**src/hdl/mqe_pkg.sv**
```systemverilog
// Constants, types and carriers of the memory controller queue event monitor.
// Notes on behaviour
// - Read queue non-empty cycles raise event 0x11.
// - Each read queue allocation raises event 0x10.
// - Read entry held until its column command issues.
// - Write queue full raises 0x22, refuses requests.
// - Write queue non-empty cycles raise event 0x21.
// - Each write queue allocation raises event 0x20.
// - Write done once posted; freed after issue.
// - Requests search write queue for same address.
// - Reads may overtake; matching reads take queued data.
// - Matching writes merge only their own bytes.
// - Queue matches raise 0x23 read, 0x24 write.
// - Rank seven read column 0xB7, bank mask.
// - Rank zero/one write column 0xB8/0xB9, bank mask.
// - Buffered write push 0x90, mode selects mask.
// - Buffer fill level 0x91 adds up to 32.
// - Write-to-read mode switch 0xC0 with cause mask.
// - Denied major mode request raises event 0xC1.
// - Four counters take any event, one per cycle except fill level.
package mqe_pkg;
  localparam int MQE_RPQ_DEPTH = 4;
  localparam int MQE_WPQ_DEPTH = 4;
  localparam int MQE_CNT_NUM = 4;
  localparam int MQE_RANK_LSB = 6;
  localparam int MQE_BANK_LSB = 3;
  localparam logic [7:0] MQE_EV_RPQ_ALLOC = 8'h10;
  localparam logic [7:0] MQE_EV_RPQ_BUSY = 8'h11;
  localparam logic [7:0] MQE_EV_WPQ_ALLOC = 8'h20;
  localparam logic [7:0] MQE_EV_WPQ_BUSY = 8'h21;
  localparam logic [7:0] MQE_EV_WPQ_FULL = 8'h22;
  localparam logic [7:0] MQE_EV_RD_MATCH = 8'h23;
  localparam logic [7:0] MQE_EV_WR_MATCH = 8'h24;
  localparam logic [7:0] MQE_EV_PUSH = 8'h90;
  localparam logic [7:0] MQE_EV_FILL = 8'h91;
  localparam logic [7:0] MQE_EV_SWITCH = 8'hC0;
  localparam logic [7:0] MQE_EV_DENIED = 8'hC1;
  localparam logic [3:0] MQE_EV_COL_GRP = 4'hB;
  localparam logic [5:0] MQE_FILL_MAX = 6'h20;
  // Register offsets and field positions.
  localparam logic [7:0] MQE_OFS_CTL = 8'h00;
  localparam logic [7:0] MQE_OFS_CNT = 8'h10;
  localparam logic [7:0] MQE_OFS_STATUS = 8'h20;
  localparam logic [7:0] MQE_OFS_CFG = 8'h24;
  localparam int MQE_CTL_CODE_LSB = 0;
  localparam int MQE_CTL_UMASK_LSB = 8;
  localparam int MQE_CTL_EN_BIT = 22;
  localparam int MQE_CFG_LO_LSB = 0;
  localparam int MQE_CFG_HI_LSB = 4;
  localparam int MQE_CFG_STV_LSB = 8;
  localparam int MQE_ST_RCNT_LSB = 0;
  localparam int MQE_ST_WCNT_LSB = 4;
  localparam int MQE_ST_MODE_BIT = 8;
  localparam int MQE_ST_COLP_BIT = 9;
  // Values after reset and cycle counts.
  localparam logic [2:0] MQE_LO_THR_RST = 3'h1;
  localparam logic [2:0] MQE_HI_THR_RST = 3'h3;
  localparam logic [7:0] MQE_STV_LIM_RST = 8'h10;
  localparam logic [3:0] MQE_MIN_DWELL = 4'h8;

  typedef enum logic [0:0] {
    MQE_MODE_READ = 1'b0,
    MQE_MODE_WRITE = 1'b1
  } mqe_mode_t;

  typedef struct packed {
    logic valid;
    logic write;
    logic [15:0] addr;
    logic [31:0] data;
    logic [3:0] be;
  } mqe_req_t;

  typedef struct packed {
    logic valid;
    logic [15:0] addr;
  } mqe_rent_t;

  typedef struct packed {
    logic valid;
    logic [15:0] addr;
    logic [31:0] data;
    logic [3:0] be;
  } mqe_went_t;

  typedef struct packed {
    logic valid;
    logic write;
    logic [15:0] addr;
    logic [31:0] data;
    logic [3:0] be;
  } mqe_col_t;

  typedef struct packed {
    logic en;
    logic [7:0] umask;
    logic [7:0] code;
  } mqe_ctl_t;

  typedef struct packed {
    logic rpq_busy;
    logic rpq_alloc;
    logic wpq_full;
    logic wpq_busy;
    logic wpq_alloc;
    logic rd_match;
    logic wr_match;
    logic col;
    logic col_write;
    logic [2:0] col_rank;
    logic [2:0] col_bank;
    logic push;
    logic push_wmm;
    logic mode_switch;
    logic sw_low;
    logic sw_starve;
    logic sw_retry;
    logic denied;
    logic [5:0] fill;
  } mqe_evt_t;

  typedef struct packed {
    logic psel;
    logic penable;
    logic pwrite;
    logic [7:0] paddr;
    logic [31:0] pwdata;
  } mqe_apb_req_t;

  typedef struct packed {
    mqe_rent_t [MQE_RPQ_DEPTH-1:0] read_pending_queue;
    mqe_went_t [MQE_WPQ_DEPTH-1:0] write_pending_queue;
    mqe_col_t col;
    logic [1:0] col_idx;
    mqe_mode_t mode;
    logic [3:0] dwell;
    logic [7:0] starve;
    logic [2:0] lo_thr;
    logic [2:0] hi_thr;
    logic [7:0] starve_lim;
    mqe_ctl_t [MQE_CNT_NUM-1:0] ctl;
    logic [MQE_CNT_NUM-1:0][31:0] cnt;
    mqe_evt_t evt;
    logic [31:0] prdata;
    logic pslverr;
    logic rd_resp_valid;
    logic [31:0] rd_resp_data;
    logic [15:0] rd_resp_addr;
    logic wr_done;
  } mqe_state_t;
endpackage

```
**src/hdl/mqe_monitor.sv**
```systemverilog
// Memory controller queues, scheduler, major mode control and event counters.
`timescale 1ns/10ps
module mqe_monitor (
  // Clock and reset.
  input wire logic mclk_in,
  input wire logic nrst_in,
  // APB register port.
  input wire mqe_pkg::mqe_apb_req_t apb_in,
  output logic pready_out,
  output logic [31:0] prdata_out,
  output logic pslverr_out,
  // Home agent requests and credits.
  input wire mqe_pkg::mqe_req_t ha_req_in,
  output logic req_ready_out,
  output logic [2:0] rd_credit_out,
  output logic [2:0] wr_credit_out,
  output logic wr_done_out,
  output logic rd_resp_valid_out,
  output logic [31:0] rd_resp_data_out,
  output logic [15:0] rd_resp_addr_out,
  // Memory column command port.
  output mqe_pkg::mqe_col_t col_out,
  input wire logic col_ready_in,
  // Buffered memory path.
  input wire logic buffer_retry_in,
  input wire logic [5:0] buffered_write_fill_level_in,
  // Events and mode.
  output mqe_pkg::mqe_evt_t evt_out,
  output mqe_pkg::mqe_mode_t mode_out
);

  mqe_pkg::mqe_state_t st_q;
  mqe_pkg::mqe_state_t st_d;
  logic [3:0] rv;
  logic [3:0] wv;
  logic [3:0] wmv;
  logic [3:0] wok;
  logic [2:0] rcnt;
  logic [2:0] wcnt;
  logic [2:0] wm;
  logic rfull;
  logic wfull;
  logic req_ok;
  logic acc;
  logic col_fire;
  logic rpq_busy;
  logic wpq_busy;

  function automatic logic [2:0] mqe_count(input logic [3:0] v);
    logic [2:0] n;
    n = 3'h0;
    for (int i = 0; i < 4; i++) begin
      n = n + {2'b00, v[i]};
    end
    return n;
  endfunction

  // Lowest set index with a found flag on top.
  function automatic logic [2:0] mqe_first(input logic [3:0] v);
    logic [2:0] r;
    r = 3'h0;
    for (int i = 3; i >= 0; i--) begin
      if (v[i]) begin
        r = {1'b1, 2'(i)};
      end
    end
    return r;
  endfunction

  function automatic logic [5:0] mqe_inc(input mqe_pkg::mqe_ctl_t c, input mqe_pkg::mqe_evt_t e);
    logic hit;
    hit = 1'b0;
    case (c.code)
      mqe_pkg::MQE_EV_RPQ_BUSY: hit = e.rpq_busy;
      mqe_pkg::MQE_EV_RPQ_ALLOC: hit = e.rpq_alloc;
      mqe_pkg::MQE_EV_WPQ_FULL: hit = e.wpq_full;
      mqe_pkg::MQE_EV_WPQ_BUSY: hit = e.wpq_busy;
      mqe_pkg::MQE_EV_WPQ_ALLOC: hit = e.wpq_alloc;
      mqe_pkg::MQE_EV_RD_MATCH: hit = e.rd_match;
      mqe_pkg::MQE_EV_WR_MATCH: hit = e.wr_match;
      mqe_pkg::MQE_EV_PUSH: hit = e.push & ((c.umask[0] & e.push_wmm) | (c.umask[1] & !e.push_wmm));
      mqe_pkg::MQE_EV_SWITCH: hit = e.mode_switch & (|(c.umask[2:0] & {e.sw_retry, e.sw_starve, e.sw_low}));
      mqe_pkg::MQE_EV_DENIED: hit = e.denied;
      default: begin
        // Column events cover all ranks: bit 3 of the code picks writes, bits 2:0 the rank.
        hit = (c.code[7:4] == mqe_pkg::MQE_EV_COL_GRP) & e.col & (e.col_write == c.code[3]) &
              (e.col_rank == c.code[2:0]) & (|(c.umask & (8'h01 << e.col_bank)));
      end
    endcase
    return (c.code == mqe_pkg::MQE_EV_FILL) ? e.fill : {5'h00, hit};
  endfunction

  ////////////////////////////////////////////////////////////////////////////////
  // Queue views.

  always_comb begin
    for (int i = 0; i < 4; i++) begin
      rv[i] = st_q.read_pending_queue[i].valid;
      wv[i] = st_q.write_pending_queue[i].valid;
      // An entry already copied into the column register is frozen, so nothing merges into it.
      wmv[i] = st_q.write_pending_queue[i].valid & (st_q.write_pending_queue[i].addr == ha_req_in.addr) &
               !(st_q.col.valid & st_q.col.write & (st_q.col_idx == 2'(i)));
      wok[i] = st_q.write_pending_queue[i].valid;
      for (int j = 0; j < 4; j++) begin
        // A write may not pass an older read of its own address.
        if (st_q.read_pending_queue[j].valid && (st_q.read_pending_queue[j].addr == st_q.write_pending_queue[i].addr)) begin
          wok[i] = 1'b0;
        end
      end
    end
  end

  assign rcnt = mqe_count(rv);
  assign wcnt = mqe_count(wv);
  assign wm = mqe_first(wmv);
  assign rfull = (rcnt == 3'(mqe_pkg::MQE_RPQ_DEPTH));
  assign wfull = (wcnt == 3'(mqe_pkg::MQE_WPQ_DEPTH));
  assign rpq_busy = (rcnt != 3'h0);
  assign wpq_busy = (wcnt != 3'h0);
  // A full write queue refuses every request, reads included.
  assign req_ok = !wfull & (ha_req_in.write | !rfull | wm[2]);
  assign acc = ha_req_in.valid & req_ok;
  assign col_fire = st_q.col.valid & col_ready_in;

  ////////////////////////////////////////////////////////////////////////////////
  // Next state.

  always_comb begin
    logic [2:0] slot;
    logic [2:0] rc;
    logic [2:0] wc;
    logic want;
    logic low;
    logic stv;
    logic [31:0] rd;
    logic [5:0] word;
    st_d = st_q;
    slot = 3'h0;
    rc = mqe_first(rv);
    wc = mqe_first(wok);
    want = 1'b0;
    low = 1'b0;
    stv = 1'b0;
    rd = 32'h0000_0000;
    word = apb_in.paddr[7:2];
    st_d.evt = '0;
    st_d.wr_done = 1'b0;
    st_d.rd_resp_valid = 1'b0;
    st_d.evt.rpq_busy = rpq_busy;
    st_d.evt.wpq_busy = wpq_busy;
    st_d.evt.wpq_full = wfull;
    st_d.evt.fill = (buffered_write_fill_level_in > mqe_pkg::MQE_FILL_MAX) ?
                    mqe_pkg::MQE_FILL_MAX : buffered_write_fill_level_in;

    // Entries leave the queues only when memory takes their column command.
    if (col_fire) begin
      st_d.col.valid = 1'b0;
      if (st_q.col.write) begin
        st_d.write_pending_queue[st_q.col_idx].valid = 1'b0;
        st_d.evt.push = 1'b1;
        st_d.evt.push_wmm = (st_q.mode == mqe_pkg::MQE_MODE_WRITE);
      end else begin
        st_d.read_pending_queue[st_q.col_idx].valid = 1'b0;
      end
      st_d.evt.col = 1'b1;
      st_d.evt.col_write = st_q.col.write;
      st_d.evt.col_rank = st_q.col.addr[mqe_pkg::MQE_RANK_LSB +: 3];
      st_d.evt.col_bank = st_q.col.addr[mqe_pkg::MQE_BANK_LSB +: 3];
    end

    if (acc && !ha_req_in.write && wm[2]) begin
      st_d.rd_resp_valid = 1'b1;
      st_d.rd_resp_data = st_q.write_pending_queue[wm[1:0]].data;
      st_d.rd_resp_addr = ha_req_in.addr;
      st_d.evt.rd_match = 1'b1;
    end else if (acc && !ha_req_in.write) begin
      slot = mqe_first(~rv);
      st_d.read_pending_queue[slot[1:0]].valid = 1'b1;
      st_d.read_pending_queue[slot[1:0]].addr = ha_req_in.addr;
      st_d.evt.rpq_alloc = 1'b1;
    end else if (acc && wm[2]) begin
      for (int b = 0; b < 4; b++) begin
        if (ha_req_in.be[b]) begin
          st_d.write_pending_queue[wm[1:0]].data[8*b +: 8] = ha_req_in.data[8*b +: 8];
        end
      end
      st_d.write_pending_queue[wm[1:0]].be = st_q.write_pending_queue[wm[1:0]].be | ha_req_in.be;
      st_d.evt.wr_match = 1'b1;
      st_d.wr_done = 1'b1;
    end else if (acc) begin
      slot = mqe_first(~wv);
      st_d.write_pending_queue[slot[1:0]].valid = 1'b1;
      st_d.write_pending_queue[slot[1:0]].addr = ha_req_in.addr;
      st_d.write_pending_queue[slot[1:0]].data = ha_req_in.data;
      st_d.write_pending_queue[slot[1:0]].be = ha_req_in.be;
      st_d.evt.wpq_alloc = 1'b1;
      st_d.wr_done = 1'b1;
    end

    // One command in flight; the mode picks the preferred queue, the other fills idle slots.
    if (!st_q.col.valid) begin
      if (rc[2] && ((st_q.mode == mqe_pkg::MQE_MODE_READ) || !wc[2])) begin
        st_d.col = '{valid: 1'b1, write: 1'b0, addr: st_q.read_pending_queue[rc[1:0]].addr, data: 32'h0000_0000, be: 4'h0};
        st_d.col_idx = rc[1:0];
      end else if (wc[2]) begin
        st_d.col = '{valid: 1'b1, write: 1'b1, addr: st_q.write_pending_queue[wc[1:0]].addr,
                     data: st_q.write_pending_queue[wc[1:0]].data, be: st_q.write_pending_queue[wc[1:0]].be};
        st_d.col_idx = wc[1:0];
      end
    end

    // Major mode control with a minimum dwell between switches.
    if (st_q.dwell != 4'h0) begin
      st_d.dwell = st_q.dwell - 4'h1;
    end
    if (st_q.mode == mqe_pkg::MQE_MODE_READ) begin
      want = (wcnt >= st_q.hi_thr) | (!rpq_busy & wpq_busy);
      st_d.starve = 8'h00;
    end else begin
      low = (wcnt <= st_q.lo_thr) & rpq_busy;
      stv = (st_q.starve >= st_q.starve_lim) & rpq_busy;
      want = low | stv | buffer_retry_in;
      if (rpq_busy && (st_q.starve != 8'hFF)) begin
        st_d.starve = st_q.starve + 8'h01;
      end else if (!rpq_busy) begin
        st_d.starve = 8'h00;
      end
    end
    if (want && (st_q.dwell == 4'h0)) begin
      st_d.dwell = mqe_pkg::MQE_MIN_DWELL;
      st_d.starve = 8'h00;
      if (st_q.mode == mqe_pkg::MQE_MODE_WRITE) begin
        st_d.mode = mqe_pkg::MQE_MODE_READ;
        st_d.evt.mode_switch = 1'b1;
        st_d.evt.sw_low = low;
        st_d.evt.sw_starve = stv;
        st_d.evt.sw_retry = buffer_retry_in;
      end else begin
        st_d.mode = mqe_pkg::MQE_MODE_WRITE;
      end
    end else if (want) begin
      st_d.evt.denied = 1'b1;
    end

    // Counters take events of the previous cycle; a software load wins over counting.
    for (int i = 0; i < mqe_pkg::MQE_CNT_NUM; i++) begin
      if (st_q.ctl[i].en) begin
        st_d.cnt[i] = st_q.cnt[i] + {26'h0, mqe_inc(st_q.ctl[i], st_q.evt)};
      end
    end

    ////////////////////////////////////////////////////////////////////////////
    // APB: read data and error are captured in the setup cycle.

    if (apb_in.psel && !apb_in.penable) begin
      st_d.pslverr = 1'b0;
      if (apb_in.paddr[1:0] != 2'b00) begin
        st_d.pslverr = 1'b1;
      end else if (apb_in.paddr < mqe_pkg::MQE_OFS_CNT) begin
        rd[mqe_pkg::MQE_CTL_EN_BIT] = st_q.ctl[word[1:0]].en;
        rd[mqe_pkg::MQE_CTL_UMASK_LSB +: 8] = st_q.ctl[word[1:0]].umask;
        rd[mqe_pkg::MQE_CTL_CODE_LSB +: 8] = st_q.ctl[word[1:0]].code;
      end else if (apb_in.paddr < mqe_pkg::MQE_OFS_STATUS) begin
        rd = st_q.cnt[word[1:0]];
      end else if (apb_in.paddr == mqe_pkg::MQE_OFS_STATUS) begin
        rd[mqe_pkg::MQE_ST_RCNT_LSB +: 3] = rcnt;
        rd[mqe_pkg::MQE_ST_WCNT_LSB +: 3] = wcnt;
        rd[mqe_pkg::MQE_ST_MODE_BIT] = st_q.mode;
        rd[mqe_pkg::MQE_ST_COLP_BIT] = st_q.col.valid;
      end else if (apb_in.paddr == mqe_pkg::MQE_OFS_CFG) begin
        rd[mqe_pkg::MQE_CFG_LO_LSB +: 3] = st_q.lo_thr;
        rd[mqe_pkg::MQE_CFG_HI_LSB +: 3] = st_q.hi_thr;
        rd[mqe_pkg::MQE_CFG_STV_LSB +: 8] = st_q.starve_lim;
      end else begin
        st_d.pslverr = 1'b1;
      end
      st_d.prdata = rd;
    end
    if (apb_in.psel && apb_in.penable && apb_in.pwrite && !st_q.pslverr) begin
      if (apb_in.paddr < mqe_pkg::MQE_OFS_CNT) begin
        st_d.ctl[word[1:0]].en = apb_in.pwdata[mqe_pkg::MQE_CTL_EN_BIT];
        st_d.ctl[word[1:0]].umask = apb_in.pwdata[mqe_pkg::MQE_CTL_UMASK_LSB +: 8];
        st_d.ctl[word[1:0]].code = apb_in.pwdata[mqe_pkg::MQE_CTL_CODE_LSB +: 8];
      end else if (apb_in.paddr < mqe_pkg::MQE_OFS_STATUS) begin
        st_d.cnt[word[1:0]] = apb_in.pwdata;
      end else if (apb_in.paddr == mqe_pkg::MQE_OFS_CFG) begin
        st_d.lo_thr = apb_in.pwdata[mqe_pkg::MQE_CFG_LO_LSB +: 3];
        st_d.hi_thr = apb_in.pwdata[mqe_pkg::MQE_CFG_HI_LSB +: 3];
        st_d.starve_lim = apb_in.pwdata[mqe_pkg::MQE_CFG_STV_LSB +: 8];
      end
    end
  end

  always_ff @(posedge mclk_in) begin
    if (!nrst_in) begin
      st_q <= '0;
      st_q.lo_thr <= mqe_pkg::MQE_LO_THR_RST;
      st_q.hi_thr <= mqe_pkg::MQE_HI_THR_RST;
      st_q.starve_lim <= mqe_pkg::MQE_STV_LIM_RST;
    end else begin
      st_q <= st_d;
    end
  end

  ////////////////////////////////////////////////////////////////////////////////
  // Outputs.

  assign pready_out = apb_in.psel & apb_in.penable;
  assign prdata_out = st_q.prdata;
  assign pslverr_out = st_q.pslverr & apb_in.psel & apb_in.penable;
  assign req_ready_out = req_ok;
  assign rd_credit_out = 3'(mqe_pkg::MQE_RPQ_DEPTH) - rcnt;
  assign wr_credit_out = 3'(mqe_pkg::MQE_WPQ_DEPTH) - wcnt;
  assign wr_done_out = st_q.wr_done;
  assign rd_resp_valid_out = st_q.rd_resp_valid;
  assign rd_resp_data_out = st_q.rd_resp_data;
  assign rd_resp_addr_out = st_q.rd_resp_addr;
  assign col_out = st_q.col;
  assign evt_out = st_q.evt;
  assign mode_out = st_q.mode;
endmodule

```
**config.mk**
```make
export PLATFORM = sky130hd
export DESIGN_NAME = mqe_monitor
export DESIGN_NICKNAME = d
export VERILOG_FILES = /design/src/hdl/mqe_pkg.sv /design/src/hdl/mqe_monitor.sv
export SDC_FILE = /design/constraint.sdc
export NUM_CORES = 2
export LEC_CHECK = 0
export BUFFER_PORTS_ARGS = -buffer_cell sky130_fd_sc_hd__buf_2
export CORE_MARGIN = 8
export CORE_UTILIZATION = 55
export DETAILED_ROUTE_END_ITERATION = 8
export HOLD_SLACK_MARGIN = 0.15
export PLACE_DENSITY = 0.77
export SYNTH_ARGS = -nofsm -noshare
export SYNTH_HDL_FRONTEND = slang
export SYNTH_SLANG_ARGS = --single-unit
export TNS_END_PERCENT = 50
```
**constraint.sdc**
```tcl
create_clock -name mclk_in -period 11.6 [get_ports mclk_in]
set_input_delay 1.74 -clock mclk_in [delete_from_list [all_inputs] [get_ports mclk_in]]
set_output_delay 1.74 -clock mclk_in [all_outputs]
set_load 0.05 [all_outputs]
```
# After elaboration in Yosys (flattened, before gate mapping)

Index checks and enable logic that the tools add are counted.

Register bits: 670
Output and inout bits: 174
Input port bits: 107
Logic and storage cells: 539

Eq/ne operators: 85
Shifts and indexed selects: 1
$add $sub $neg: 14
Muxes and demuxes: 190
Reduce and logical (&&, ||, !) cells: 73
Order comparisons: 18
Bitwise operators: 79

Operators by type and width:

| operator                                                              | count |
|---|---|
| 212-bit two-way mux                                                   | 20 |
| 212-bit bitwise mux                                                   | 10 |
| 53-bit demux with 2-bit select                                        | 10 |
| 68-bit bitwise mux                                                    | 6 |
| 128-bit two-way mux                                                   | 3 |
| 16-bit equality test                                                  | 20 |
| 281-bit two-way mux                                                   | 1 |
| 280-bit two-way mux                                                   | 1 |
| 32-bit two-way mux                                                    | 7 |
| 53-bit binary-select mux with 2-bit select                            | 2 |
| 17-bit demux with 2-bit select                                        | 6 |
| 8-bit by 6-bit equality test with 1-bit output, second input constant | 22 |
| 56-bit two-way mux                                                    | 3 |
| 68-bit two-way mux                                                    | 2 |
| 32-bit by 6-bit adder with 32-bit output                              | 4 |
| 128-bit bitwise mux                                                   | 1 |
| 8-bit equality test, second input constant                            | 16 |
| 36-bit two-way mux                                                    | 3 |
| 53-bit two-way mux                                                    | 2 |
| 52-bit two-way mux                                                    | 2 |
| 16-bit two-way mux                                                    | 5 |
| 17-bit binary-select mux with 2-bit select                            | 2 |
| 17-bit two-way mux                                                    | 4 |
| 32-bit binary-select mux with 2-bit select                            | 1 |
| other kinds (60)                                                      | 307 |

# Depth between registers and ports, before layout

Depth after elaboration: 36
Depth in mapped cells: 21
Gate-level depth less buffers: 21

# Worst setup path after synthesis

OpenSTA, ideal clock, no wires.

Path type: input to output
From: input port ha_req_in[43] in the netlist's numbering
To: output port req_ready_out
Buffers on the path: 2
Path slack: 5,601 ps
Data arrival time: 4,259 ps
Stages: 9
Data required time: 9,860 ps
Cells stage by stage: xnor2_1 -> nand2_1 -> or3b_1 -> nor4_2 -> or4_1 -> buf_2 -> clkbuf_1 -> nor2_1 -> a21oi_1

Longest elaborated chain between the ends: 9
Elaborated cells on any way between the ends: 18
Those cells by class: eq/ne (4); mux (4); bitwise (10)

Ends and longest elaborated chain:

| item                           | line               | text |
|---|---|---|
| start: declaration             | mqe_monitor.sv:13  | `input wire mqe_pkg::mqe_req_t ha_req_in,` |
| 16-bit equality test           | mqe_monitor.sv:101 | `wmv[i] = st_q.write_pending_queue[i].valid & (st_q.write_pending_queue[i].addr == ha_req_in.addr) &` |
| 1-bit AND (2 in a row)         | mqe_monitor.sv:101 |  |
| 3-bit two-way mux (3 in a row) | mqe_monitor.sv:63  | `if (v[i]) begin` |
| 3-bit two-way mux *            | mqe_monitor.sv:63  |  |
| 1-bit OR *                     | mqe_monitor.sv:121 | `assign req_ok = !wfull & (ha_req_in.write \| !rfull \| wm[2]);` |
| 1-bit AND *                    | mqe_monitor.sv:121 |  |
| end: declaration               | mqe_monitor.sv:14  | `output logic req_ready_out,` |

Every way passes the cells marked *; elsewhere a longest branch is shown, timed or not.

# Final worst setup path

Ends and elaborated chain as after synthesis.

==> impl_metrics.yaml <==
run_status:
  status: "finished clean"
synth:
  postSynth.asyncResetShare_pct: 0
  yosys_warnings: 0
  ys.flop_type: "dfxtp_1"
  synthTopCellsByArea: "dfxtp_1, mux2i_1, nand2_1, xor2_1, a21oi_1"
  synthesis.nets: 4830
  ys_seq_area_share_pct: 34.2
  synth_cell_type_count: 86
  synth_top_area_share_pct: 34.2
  syn_area_per_cell_um2: 8.39
  synth-edff-count: 0
  yosys_register_bits: 668
  syn_inst: 4665
  yosys.area.top_type: "dfxtp_1"
  syn_area_um2: 39100
cells_and_area:
  fill_cells: 6321
  final_cell_mix: "dfxtp_1, nand2_1, a21oi_1"
  fin_cells: 5490
  design_area_um2: 41600
  nets: 4640
  area.growth.synth_to_final_pct: 6.38
  layout_commonest_cell: "dfxtp_1"
  drive_above_1_share_pct: 12.7
cts:
  holdBufCountCts: 0
  tritoncts: "yes"
  h-tree-depth: 3
  cts_sinks: 668
  clk-insertion-delay-late_ns: 0.65
  cts_resized: 0
  clk_pin_slew_worst_paths_ns: 0.06
  numCtsBuffers: 75
  postCtsSetupBuffers: 0
  root_buffer: "clkbuf_16"
  clockBufferDepth: 3
sta:
  setup_viol: 0
  final.setup.tns_ns: 0
  rsz0062_at_grt: "false"
  worstMarginPinSlew_ns: 1.28
  finalWorstSetupSlack_ns: 5.03
  max_clock_freq_mhz: 152
  relSlewSlack_pct: 14.2
  final-hold-violation-count: 0
  finalMaxSlewViolations: 0
  fin_skew_ns: 0.0265
  fin_crit_ns: 6.57
  holdWs_ns: 0.449
  fin_crit_sh_pct: 56.7
drt:
  vias: 34900
  routed_wl_um: 136000
  drtIter0Drc: 4265
  wl_per_cell_um: 24.7
  ant_nets: 0
  first_pass_iters: 6
  routed_via_density: 6.36
  drc: 0
critical_path:
  worst-setup-path-type: "input pin to output pin"
  critical-path-max-stage-delay_ns: 0.76
  crit_path_max_fanout: 44
  reg2reg_depth: 13
  timing.rr.end: "st_q[422]$_SDFFE_PN0P_"
  arrival_ns: 4.83
  crit_chain: "buf_2 > xor2_1 > nor4b_1 > nand3_1 > nor4_2 > or4_1 > buf_4 > nor2_1 > a21oi_1 > buf_2"
  critPathRequiredTime_ns: 9.86
  cp_top_family: "simple AND/OR/NAND/NOR gates"
  rrSetupSlack_ns: 6.14
  crit_path_start_kind: "input pin"
  r2r_start: "st_q[601]$_SDFF_PN0_"
  crit_path_top_delay_cell: "nor4_2"
  crit_buf_inv: 3
  path_common_cell: "buf_2"
  critPathCaptureType: "output pin"
grt:
  antenna_found_initial: 7
  grt_pass1_wl_um: 201000
  globalRouteOverflowTotal: 0
  grt_max_degree: 184
  grt_pass1_vias: 33200
  track_usage_pct: 32.4
placement:
  pre_cts_ws_ns: 5.18
  post-place-cells: 5348
  routabilityCongestion: 1.08
  hpwlAfterDp_um: 92900
  portBuffers: 280
  dpl_cell_area_um2: 39100
min_path:
  holdPathEnd: "rd_resp_addr_out[0]$_SDFFE_PN0P_"
  hold_path_depth: 2
  min_from: "rd_resp_addr_out[0]$_SDFFE_PN0P_"
  hold_class: "flip-flop to flip-flop"
die:
  row_count: 98
  core-area_um2: 71000
  num_io_pins: 281
  fp.dieH_um: 283
  start_util_pct: 55.1
  die_w_um: 283
  dieArea_um2: 79900
flow_run:
  drv_cap: 0
pwr:
  ir_drop_mv: 0.128
  power_density_nw_per_um2: 131
  p_leak_nw: 16.4
-- sequential cells by signal, indices dropped and copies added (netlist names) --
name,count
st_q,501
col_out,54
prdata_out,32
rd_resp_data_out,32
evt_out,27
rd_resp_addr_out,16
rv,4
mode_out,1
wr_done_out,1
-- worst min-delay path, delay by kind of cell (launching register included) --
family | cells | cell delay, ns
compound gates | 1 | 0.05
flops | 1 | 0.31
simple gates | 1 | 0.05
-- how the worst max path moves through the flow --
| stage | from | end | slack (ns) | depth (start not counted) |
|---|---|---|---|---|
| 2_1_floorplan | ha_req_in[43] | req_ready_out | 5.60 | 9 |
| 3_3_place_gp | ha_req_in[43] | req_ready_out | 5.20 | 10 |
| 3_5_place_dp | ha_req_in[43] | req_ready_out | 5.18 | 10 |
| 4_1_cts | ha_req_in[50] | req_ready_out | 5.13 | 10 |
| 5_1_grt | ha_req_in[50] | req_ready_out | 4.95 | 10 |
| 6_report | ha_req_in[43] | req_ready_out | 5.03 | 10 |
-- cell families after synthesis --
group                      after synthesis  synth area share (%)
and+or+nand+nor                       1456                  17.1
AOI/OAI and AO/OA                      978                  15.7
DFF                                    668                  34.2
buffers and inverters                  664                  8.70
xor gates and xnor gates               460                  10.3
muxes                                  381                  12.1
adders and majority gates               58                  1.97
-- power breakdown --
part           leakage (nW)  internal (mW)  total, mW  switching [mW]
combinational          9.76          0.183      0.567           0.384
sequential             5.40           2.34       2.42          0.0760
clock                  1.24           1.44       2.48            1.03
-- cell usage after synthesis (11+ instances only) --
| master | count |
|---|---|
| nand2_1 | 568 |
| and2_1 | 43 |
| nor2_1 | 398 |
| xnor2_1 | 227 |
| buf_4 | 169 |
| nand4_1 | 70 |
| and3_1 | 41 |
| a21o_1 | 32 |
| xor2_1 | 232 |
| mux2_2 | 22 |
| nor2b_1 | 19 |
| o221ai_1 | 17 |
| clkbuf_1 | 219 |
| a221oi_1 | 33 |
| a211oi_1 | 135 |
| ha_1 | 52 |
| a22oi_1 | 33 |
| mux2i_1 | 288 |
| buf_1 | 11 |
| a31oi_1 | 25 |
| nor3_1 | 44 |
| mux4_2 | 71 |
| nand3_1 | 94 |
| o21ai_0 | 144 |
| inv_1 | 66 |
| o22a_1 | 36 |
| nand2b_1 | 51 |
| dfxtp_1 | 668 |
| a21boi_0 | 35 |
| buf_2 | 183 |
| a21oi_1 | 405 |
| nor4_1 | 52 |
-- metal layers --
layer	GRT usage, %	up-vias	part of all wire (%)	wire length (um)
li1	-	15700	-	-
met1	41.5	16700	39	52400
met2	50.8	2071	45	60500
met3	7.23	458	11	14700
met4	17.0	2	5.8	7920
met5	0.366	-	0.012	16
-- area by class of cell --
type                    instances  area, um^2  area share (%)
diodes                          6        15.0          0.0361
clock buffers                 107        2150            5.16
clock inverters                29         410           0.986
inverters                      67         259           0.622
multi-input cells            3333       22500            53.9
flip-flops and latches        668       13400            32.1
well taps                     950        1190            2.86
repair buffers                330        1780            4.28
-- metrics by stage --
step           total power [mW]  util [%]
2_1_floorplan              2.85         -
3_3_place_gp               3.01      55.0
3_5_place_dp               3.02      55.0
4_1_cts                    5.46      58.6
5_1_grt                    5.60      58.6
6_report                   5.46      58.6
Note: power is estimated with default switching activity, not from simulation.
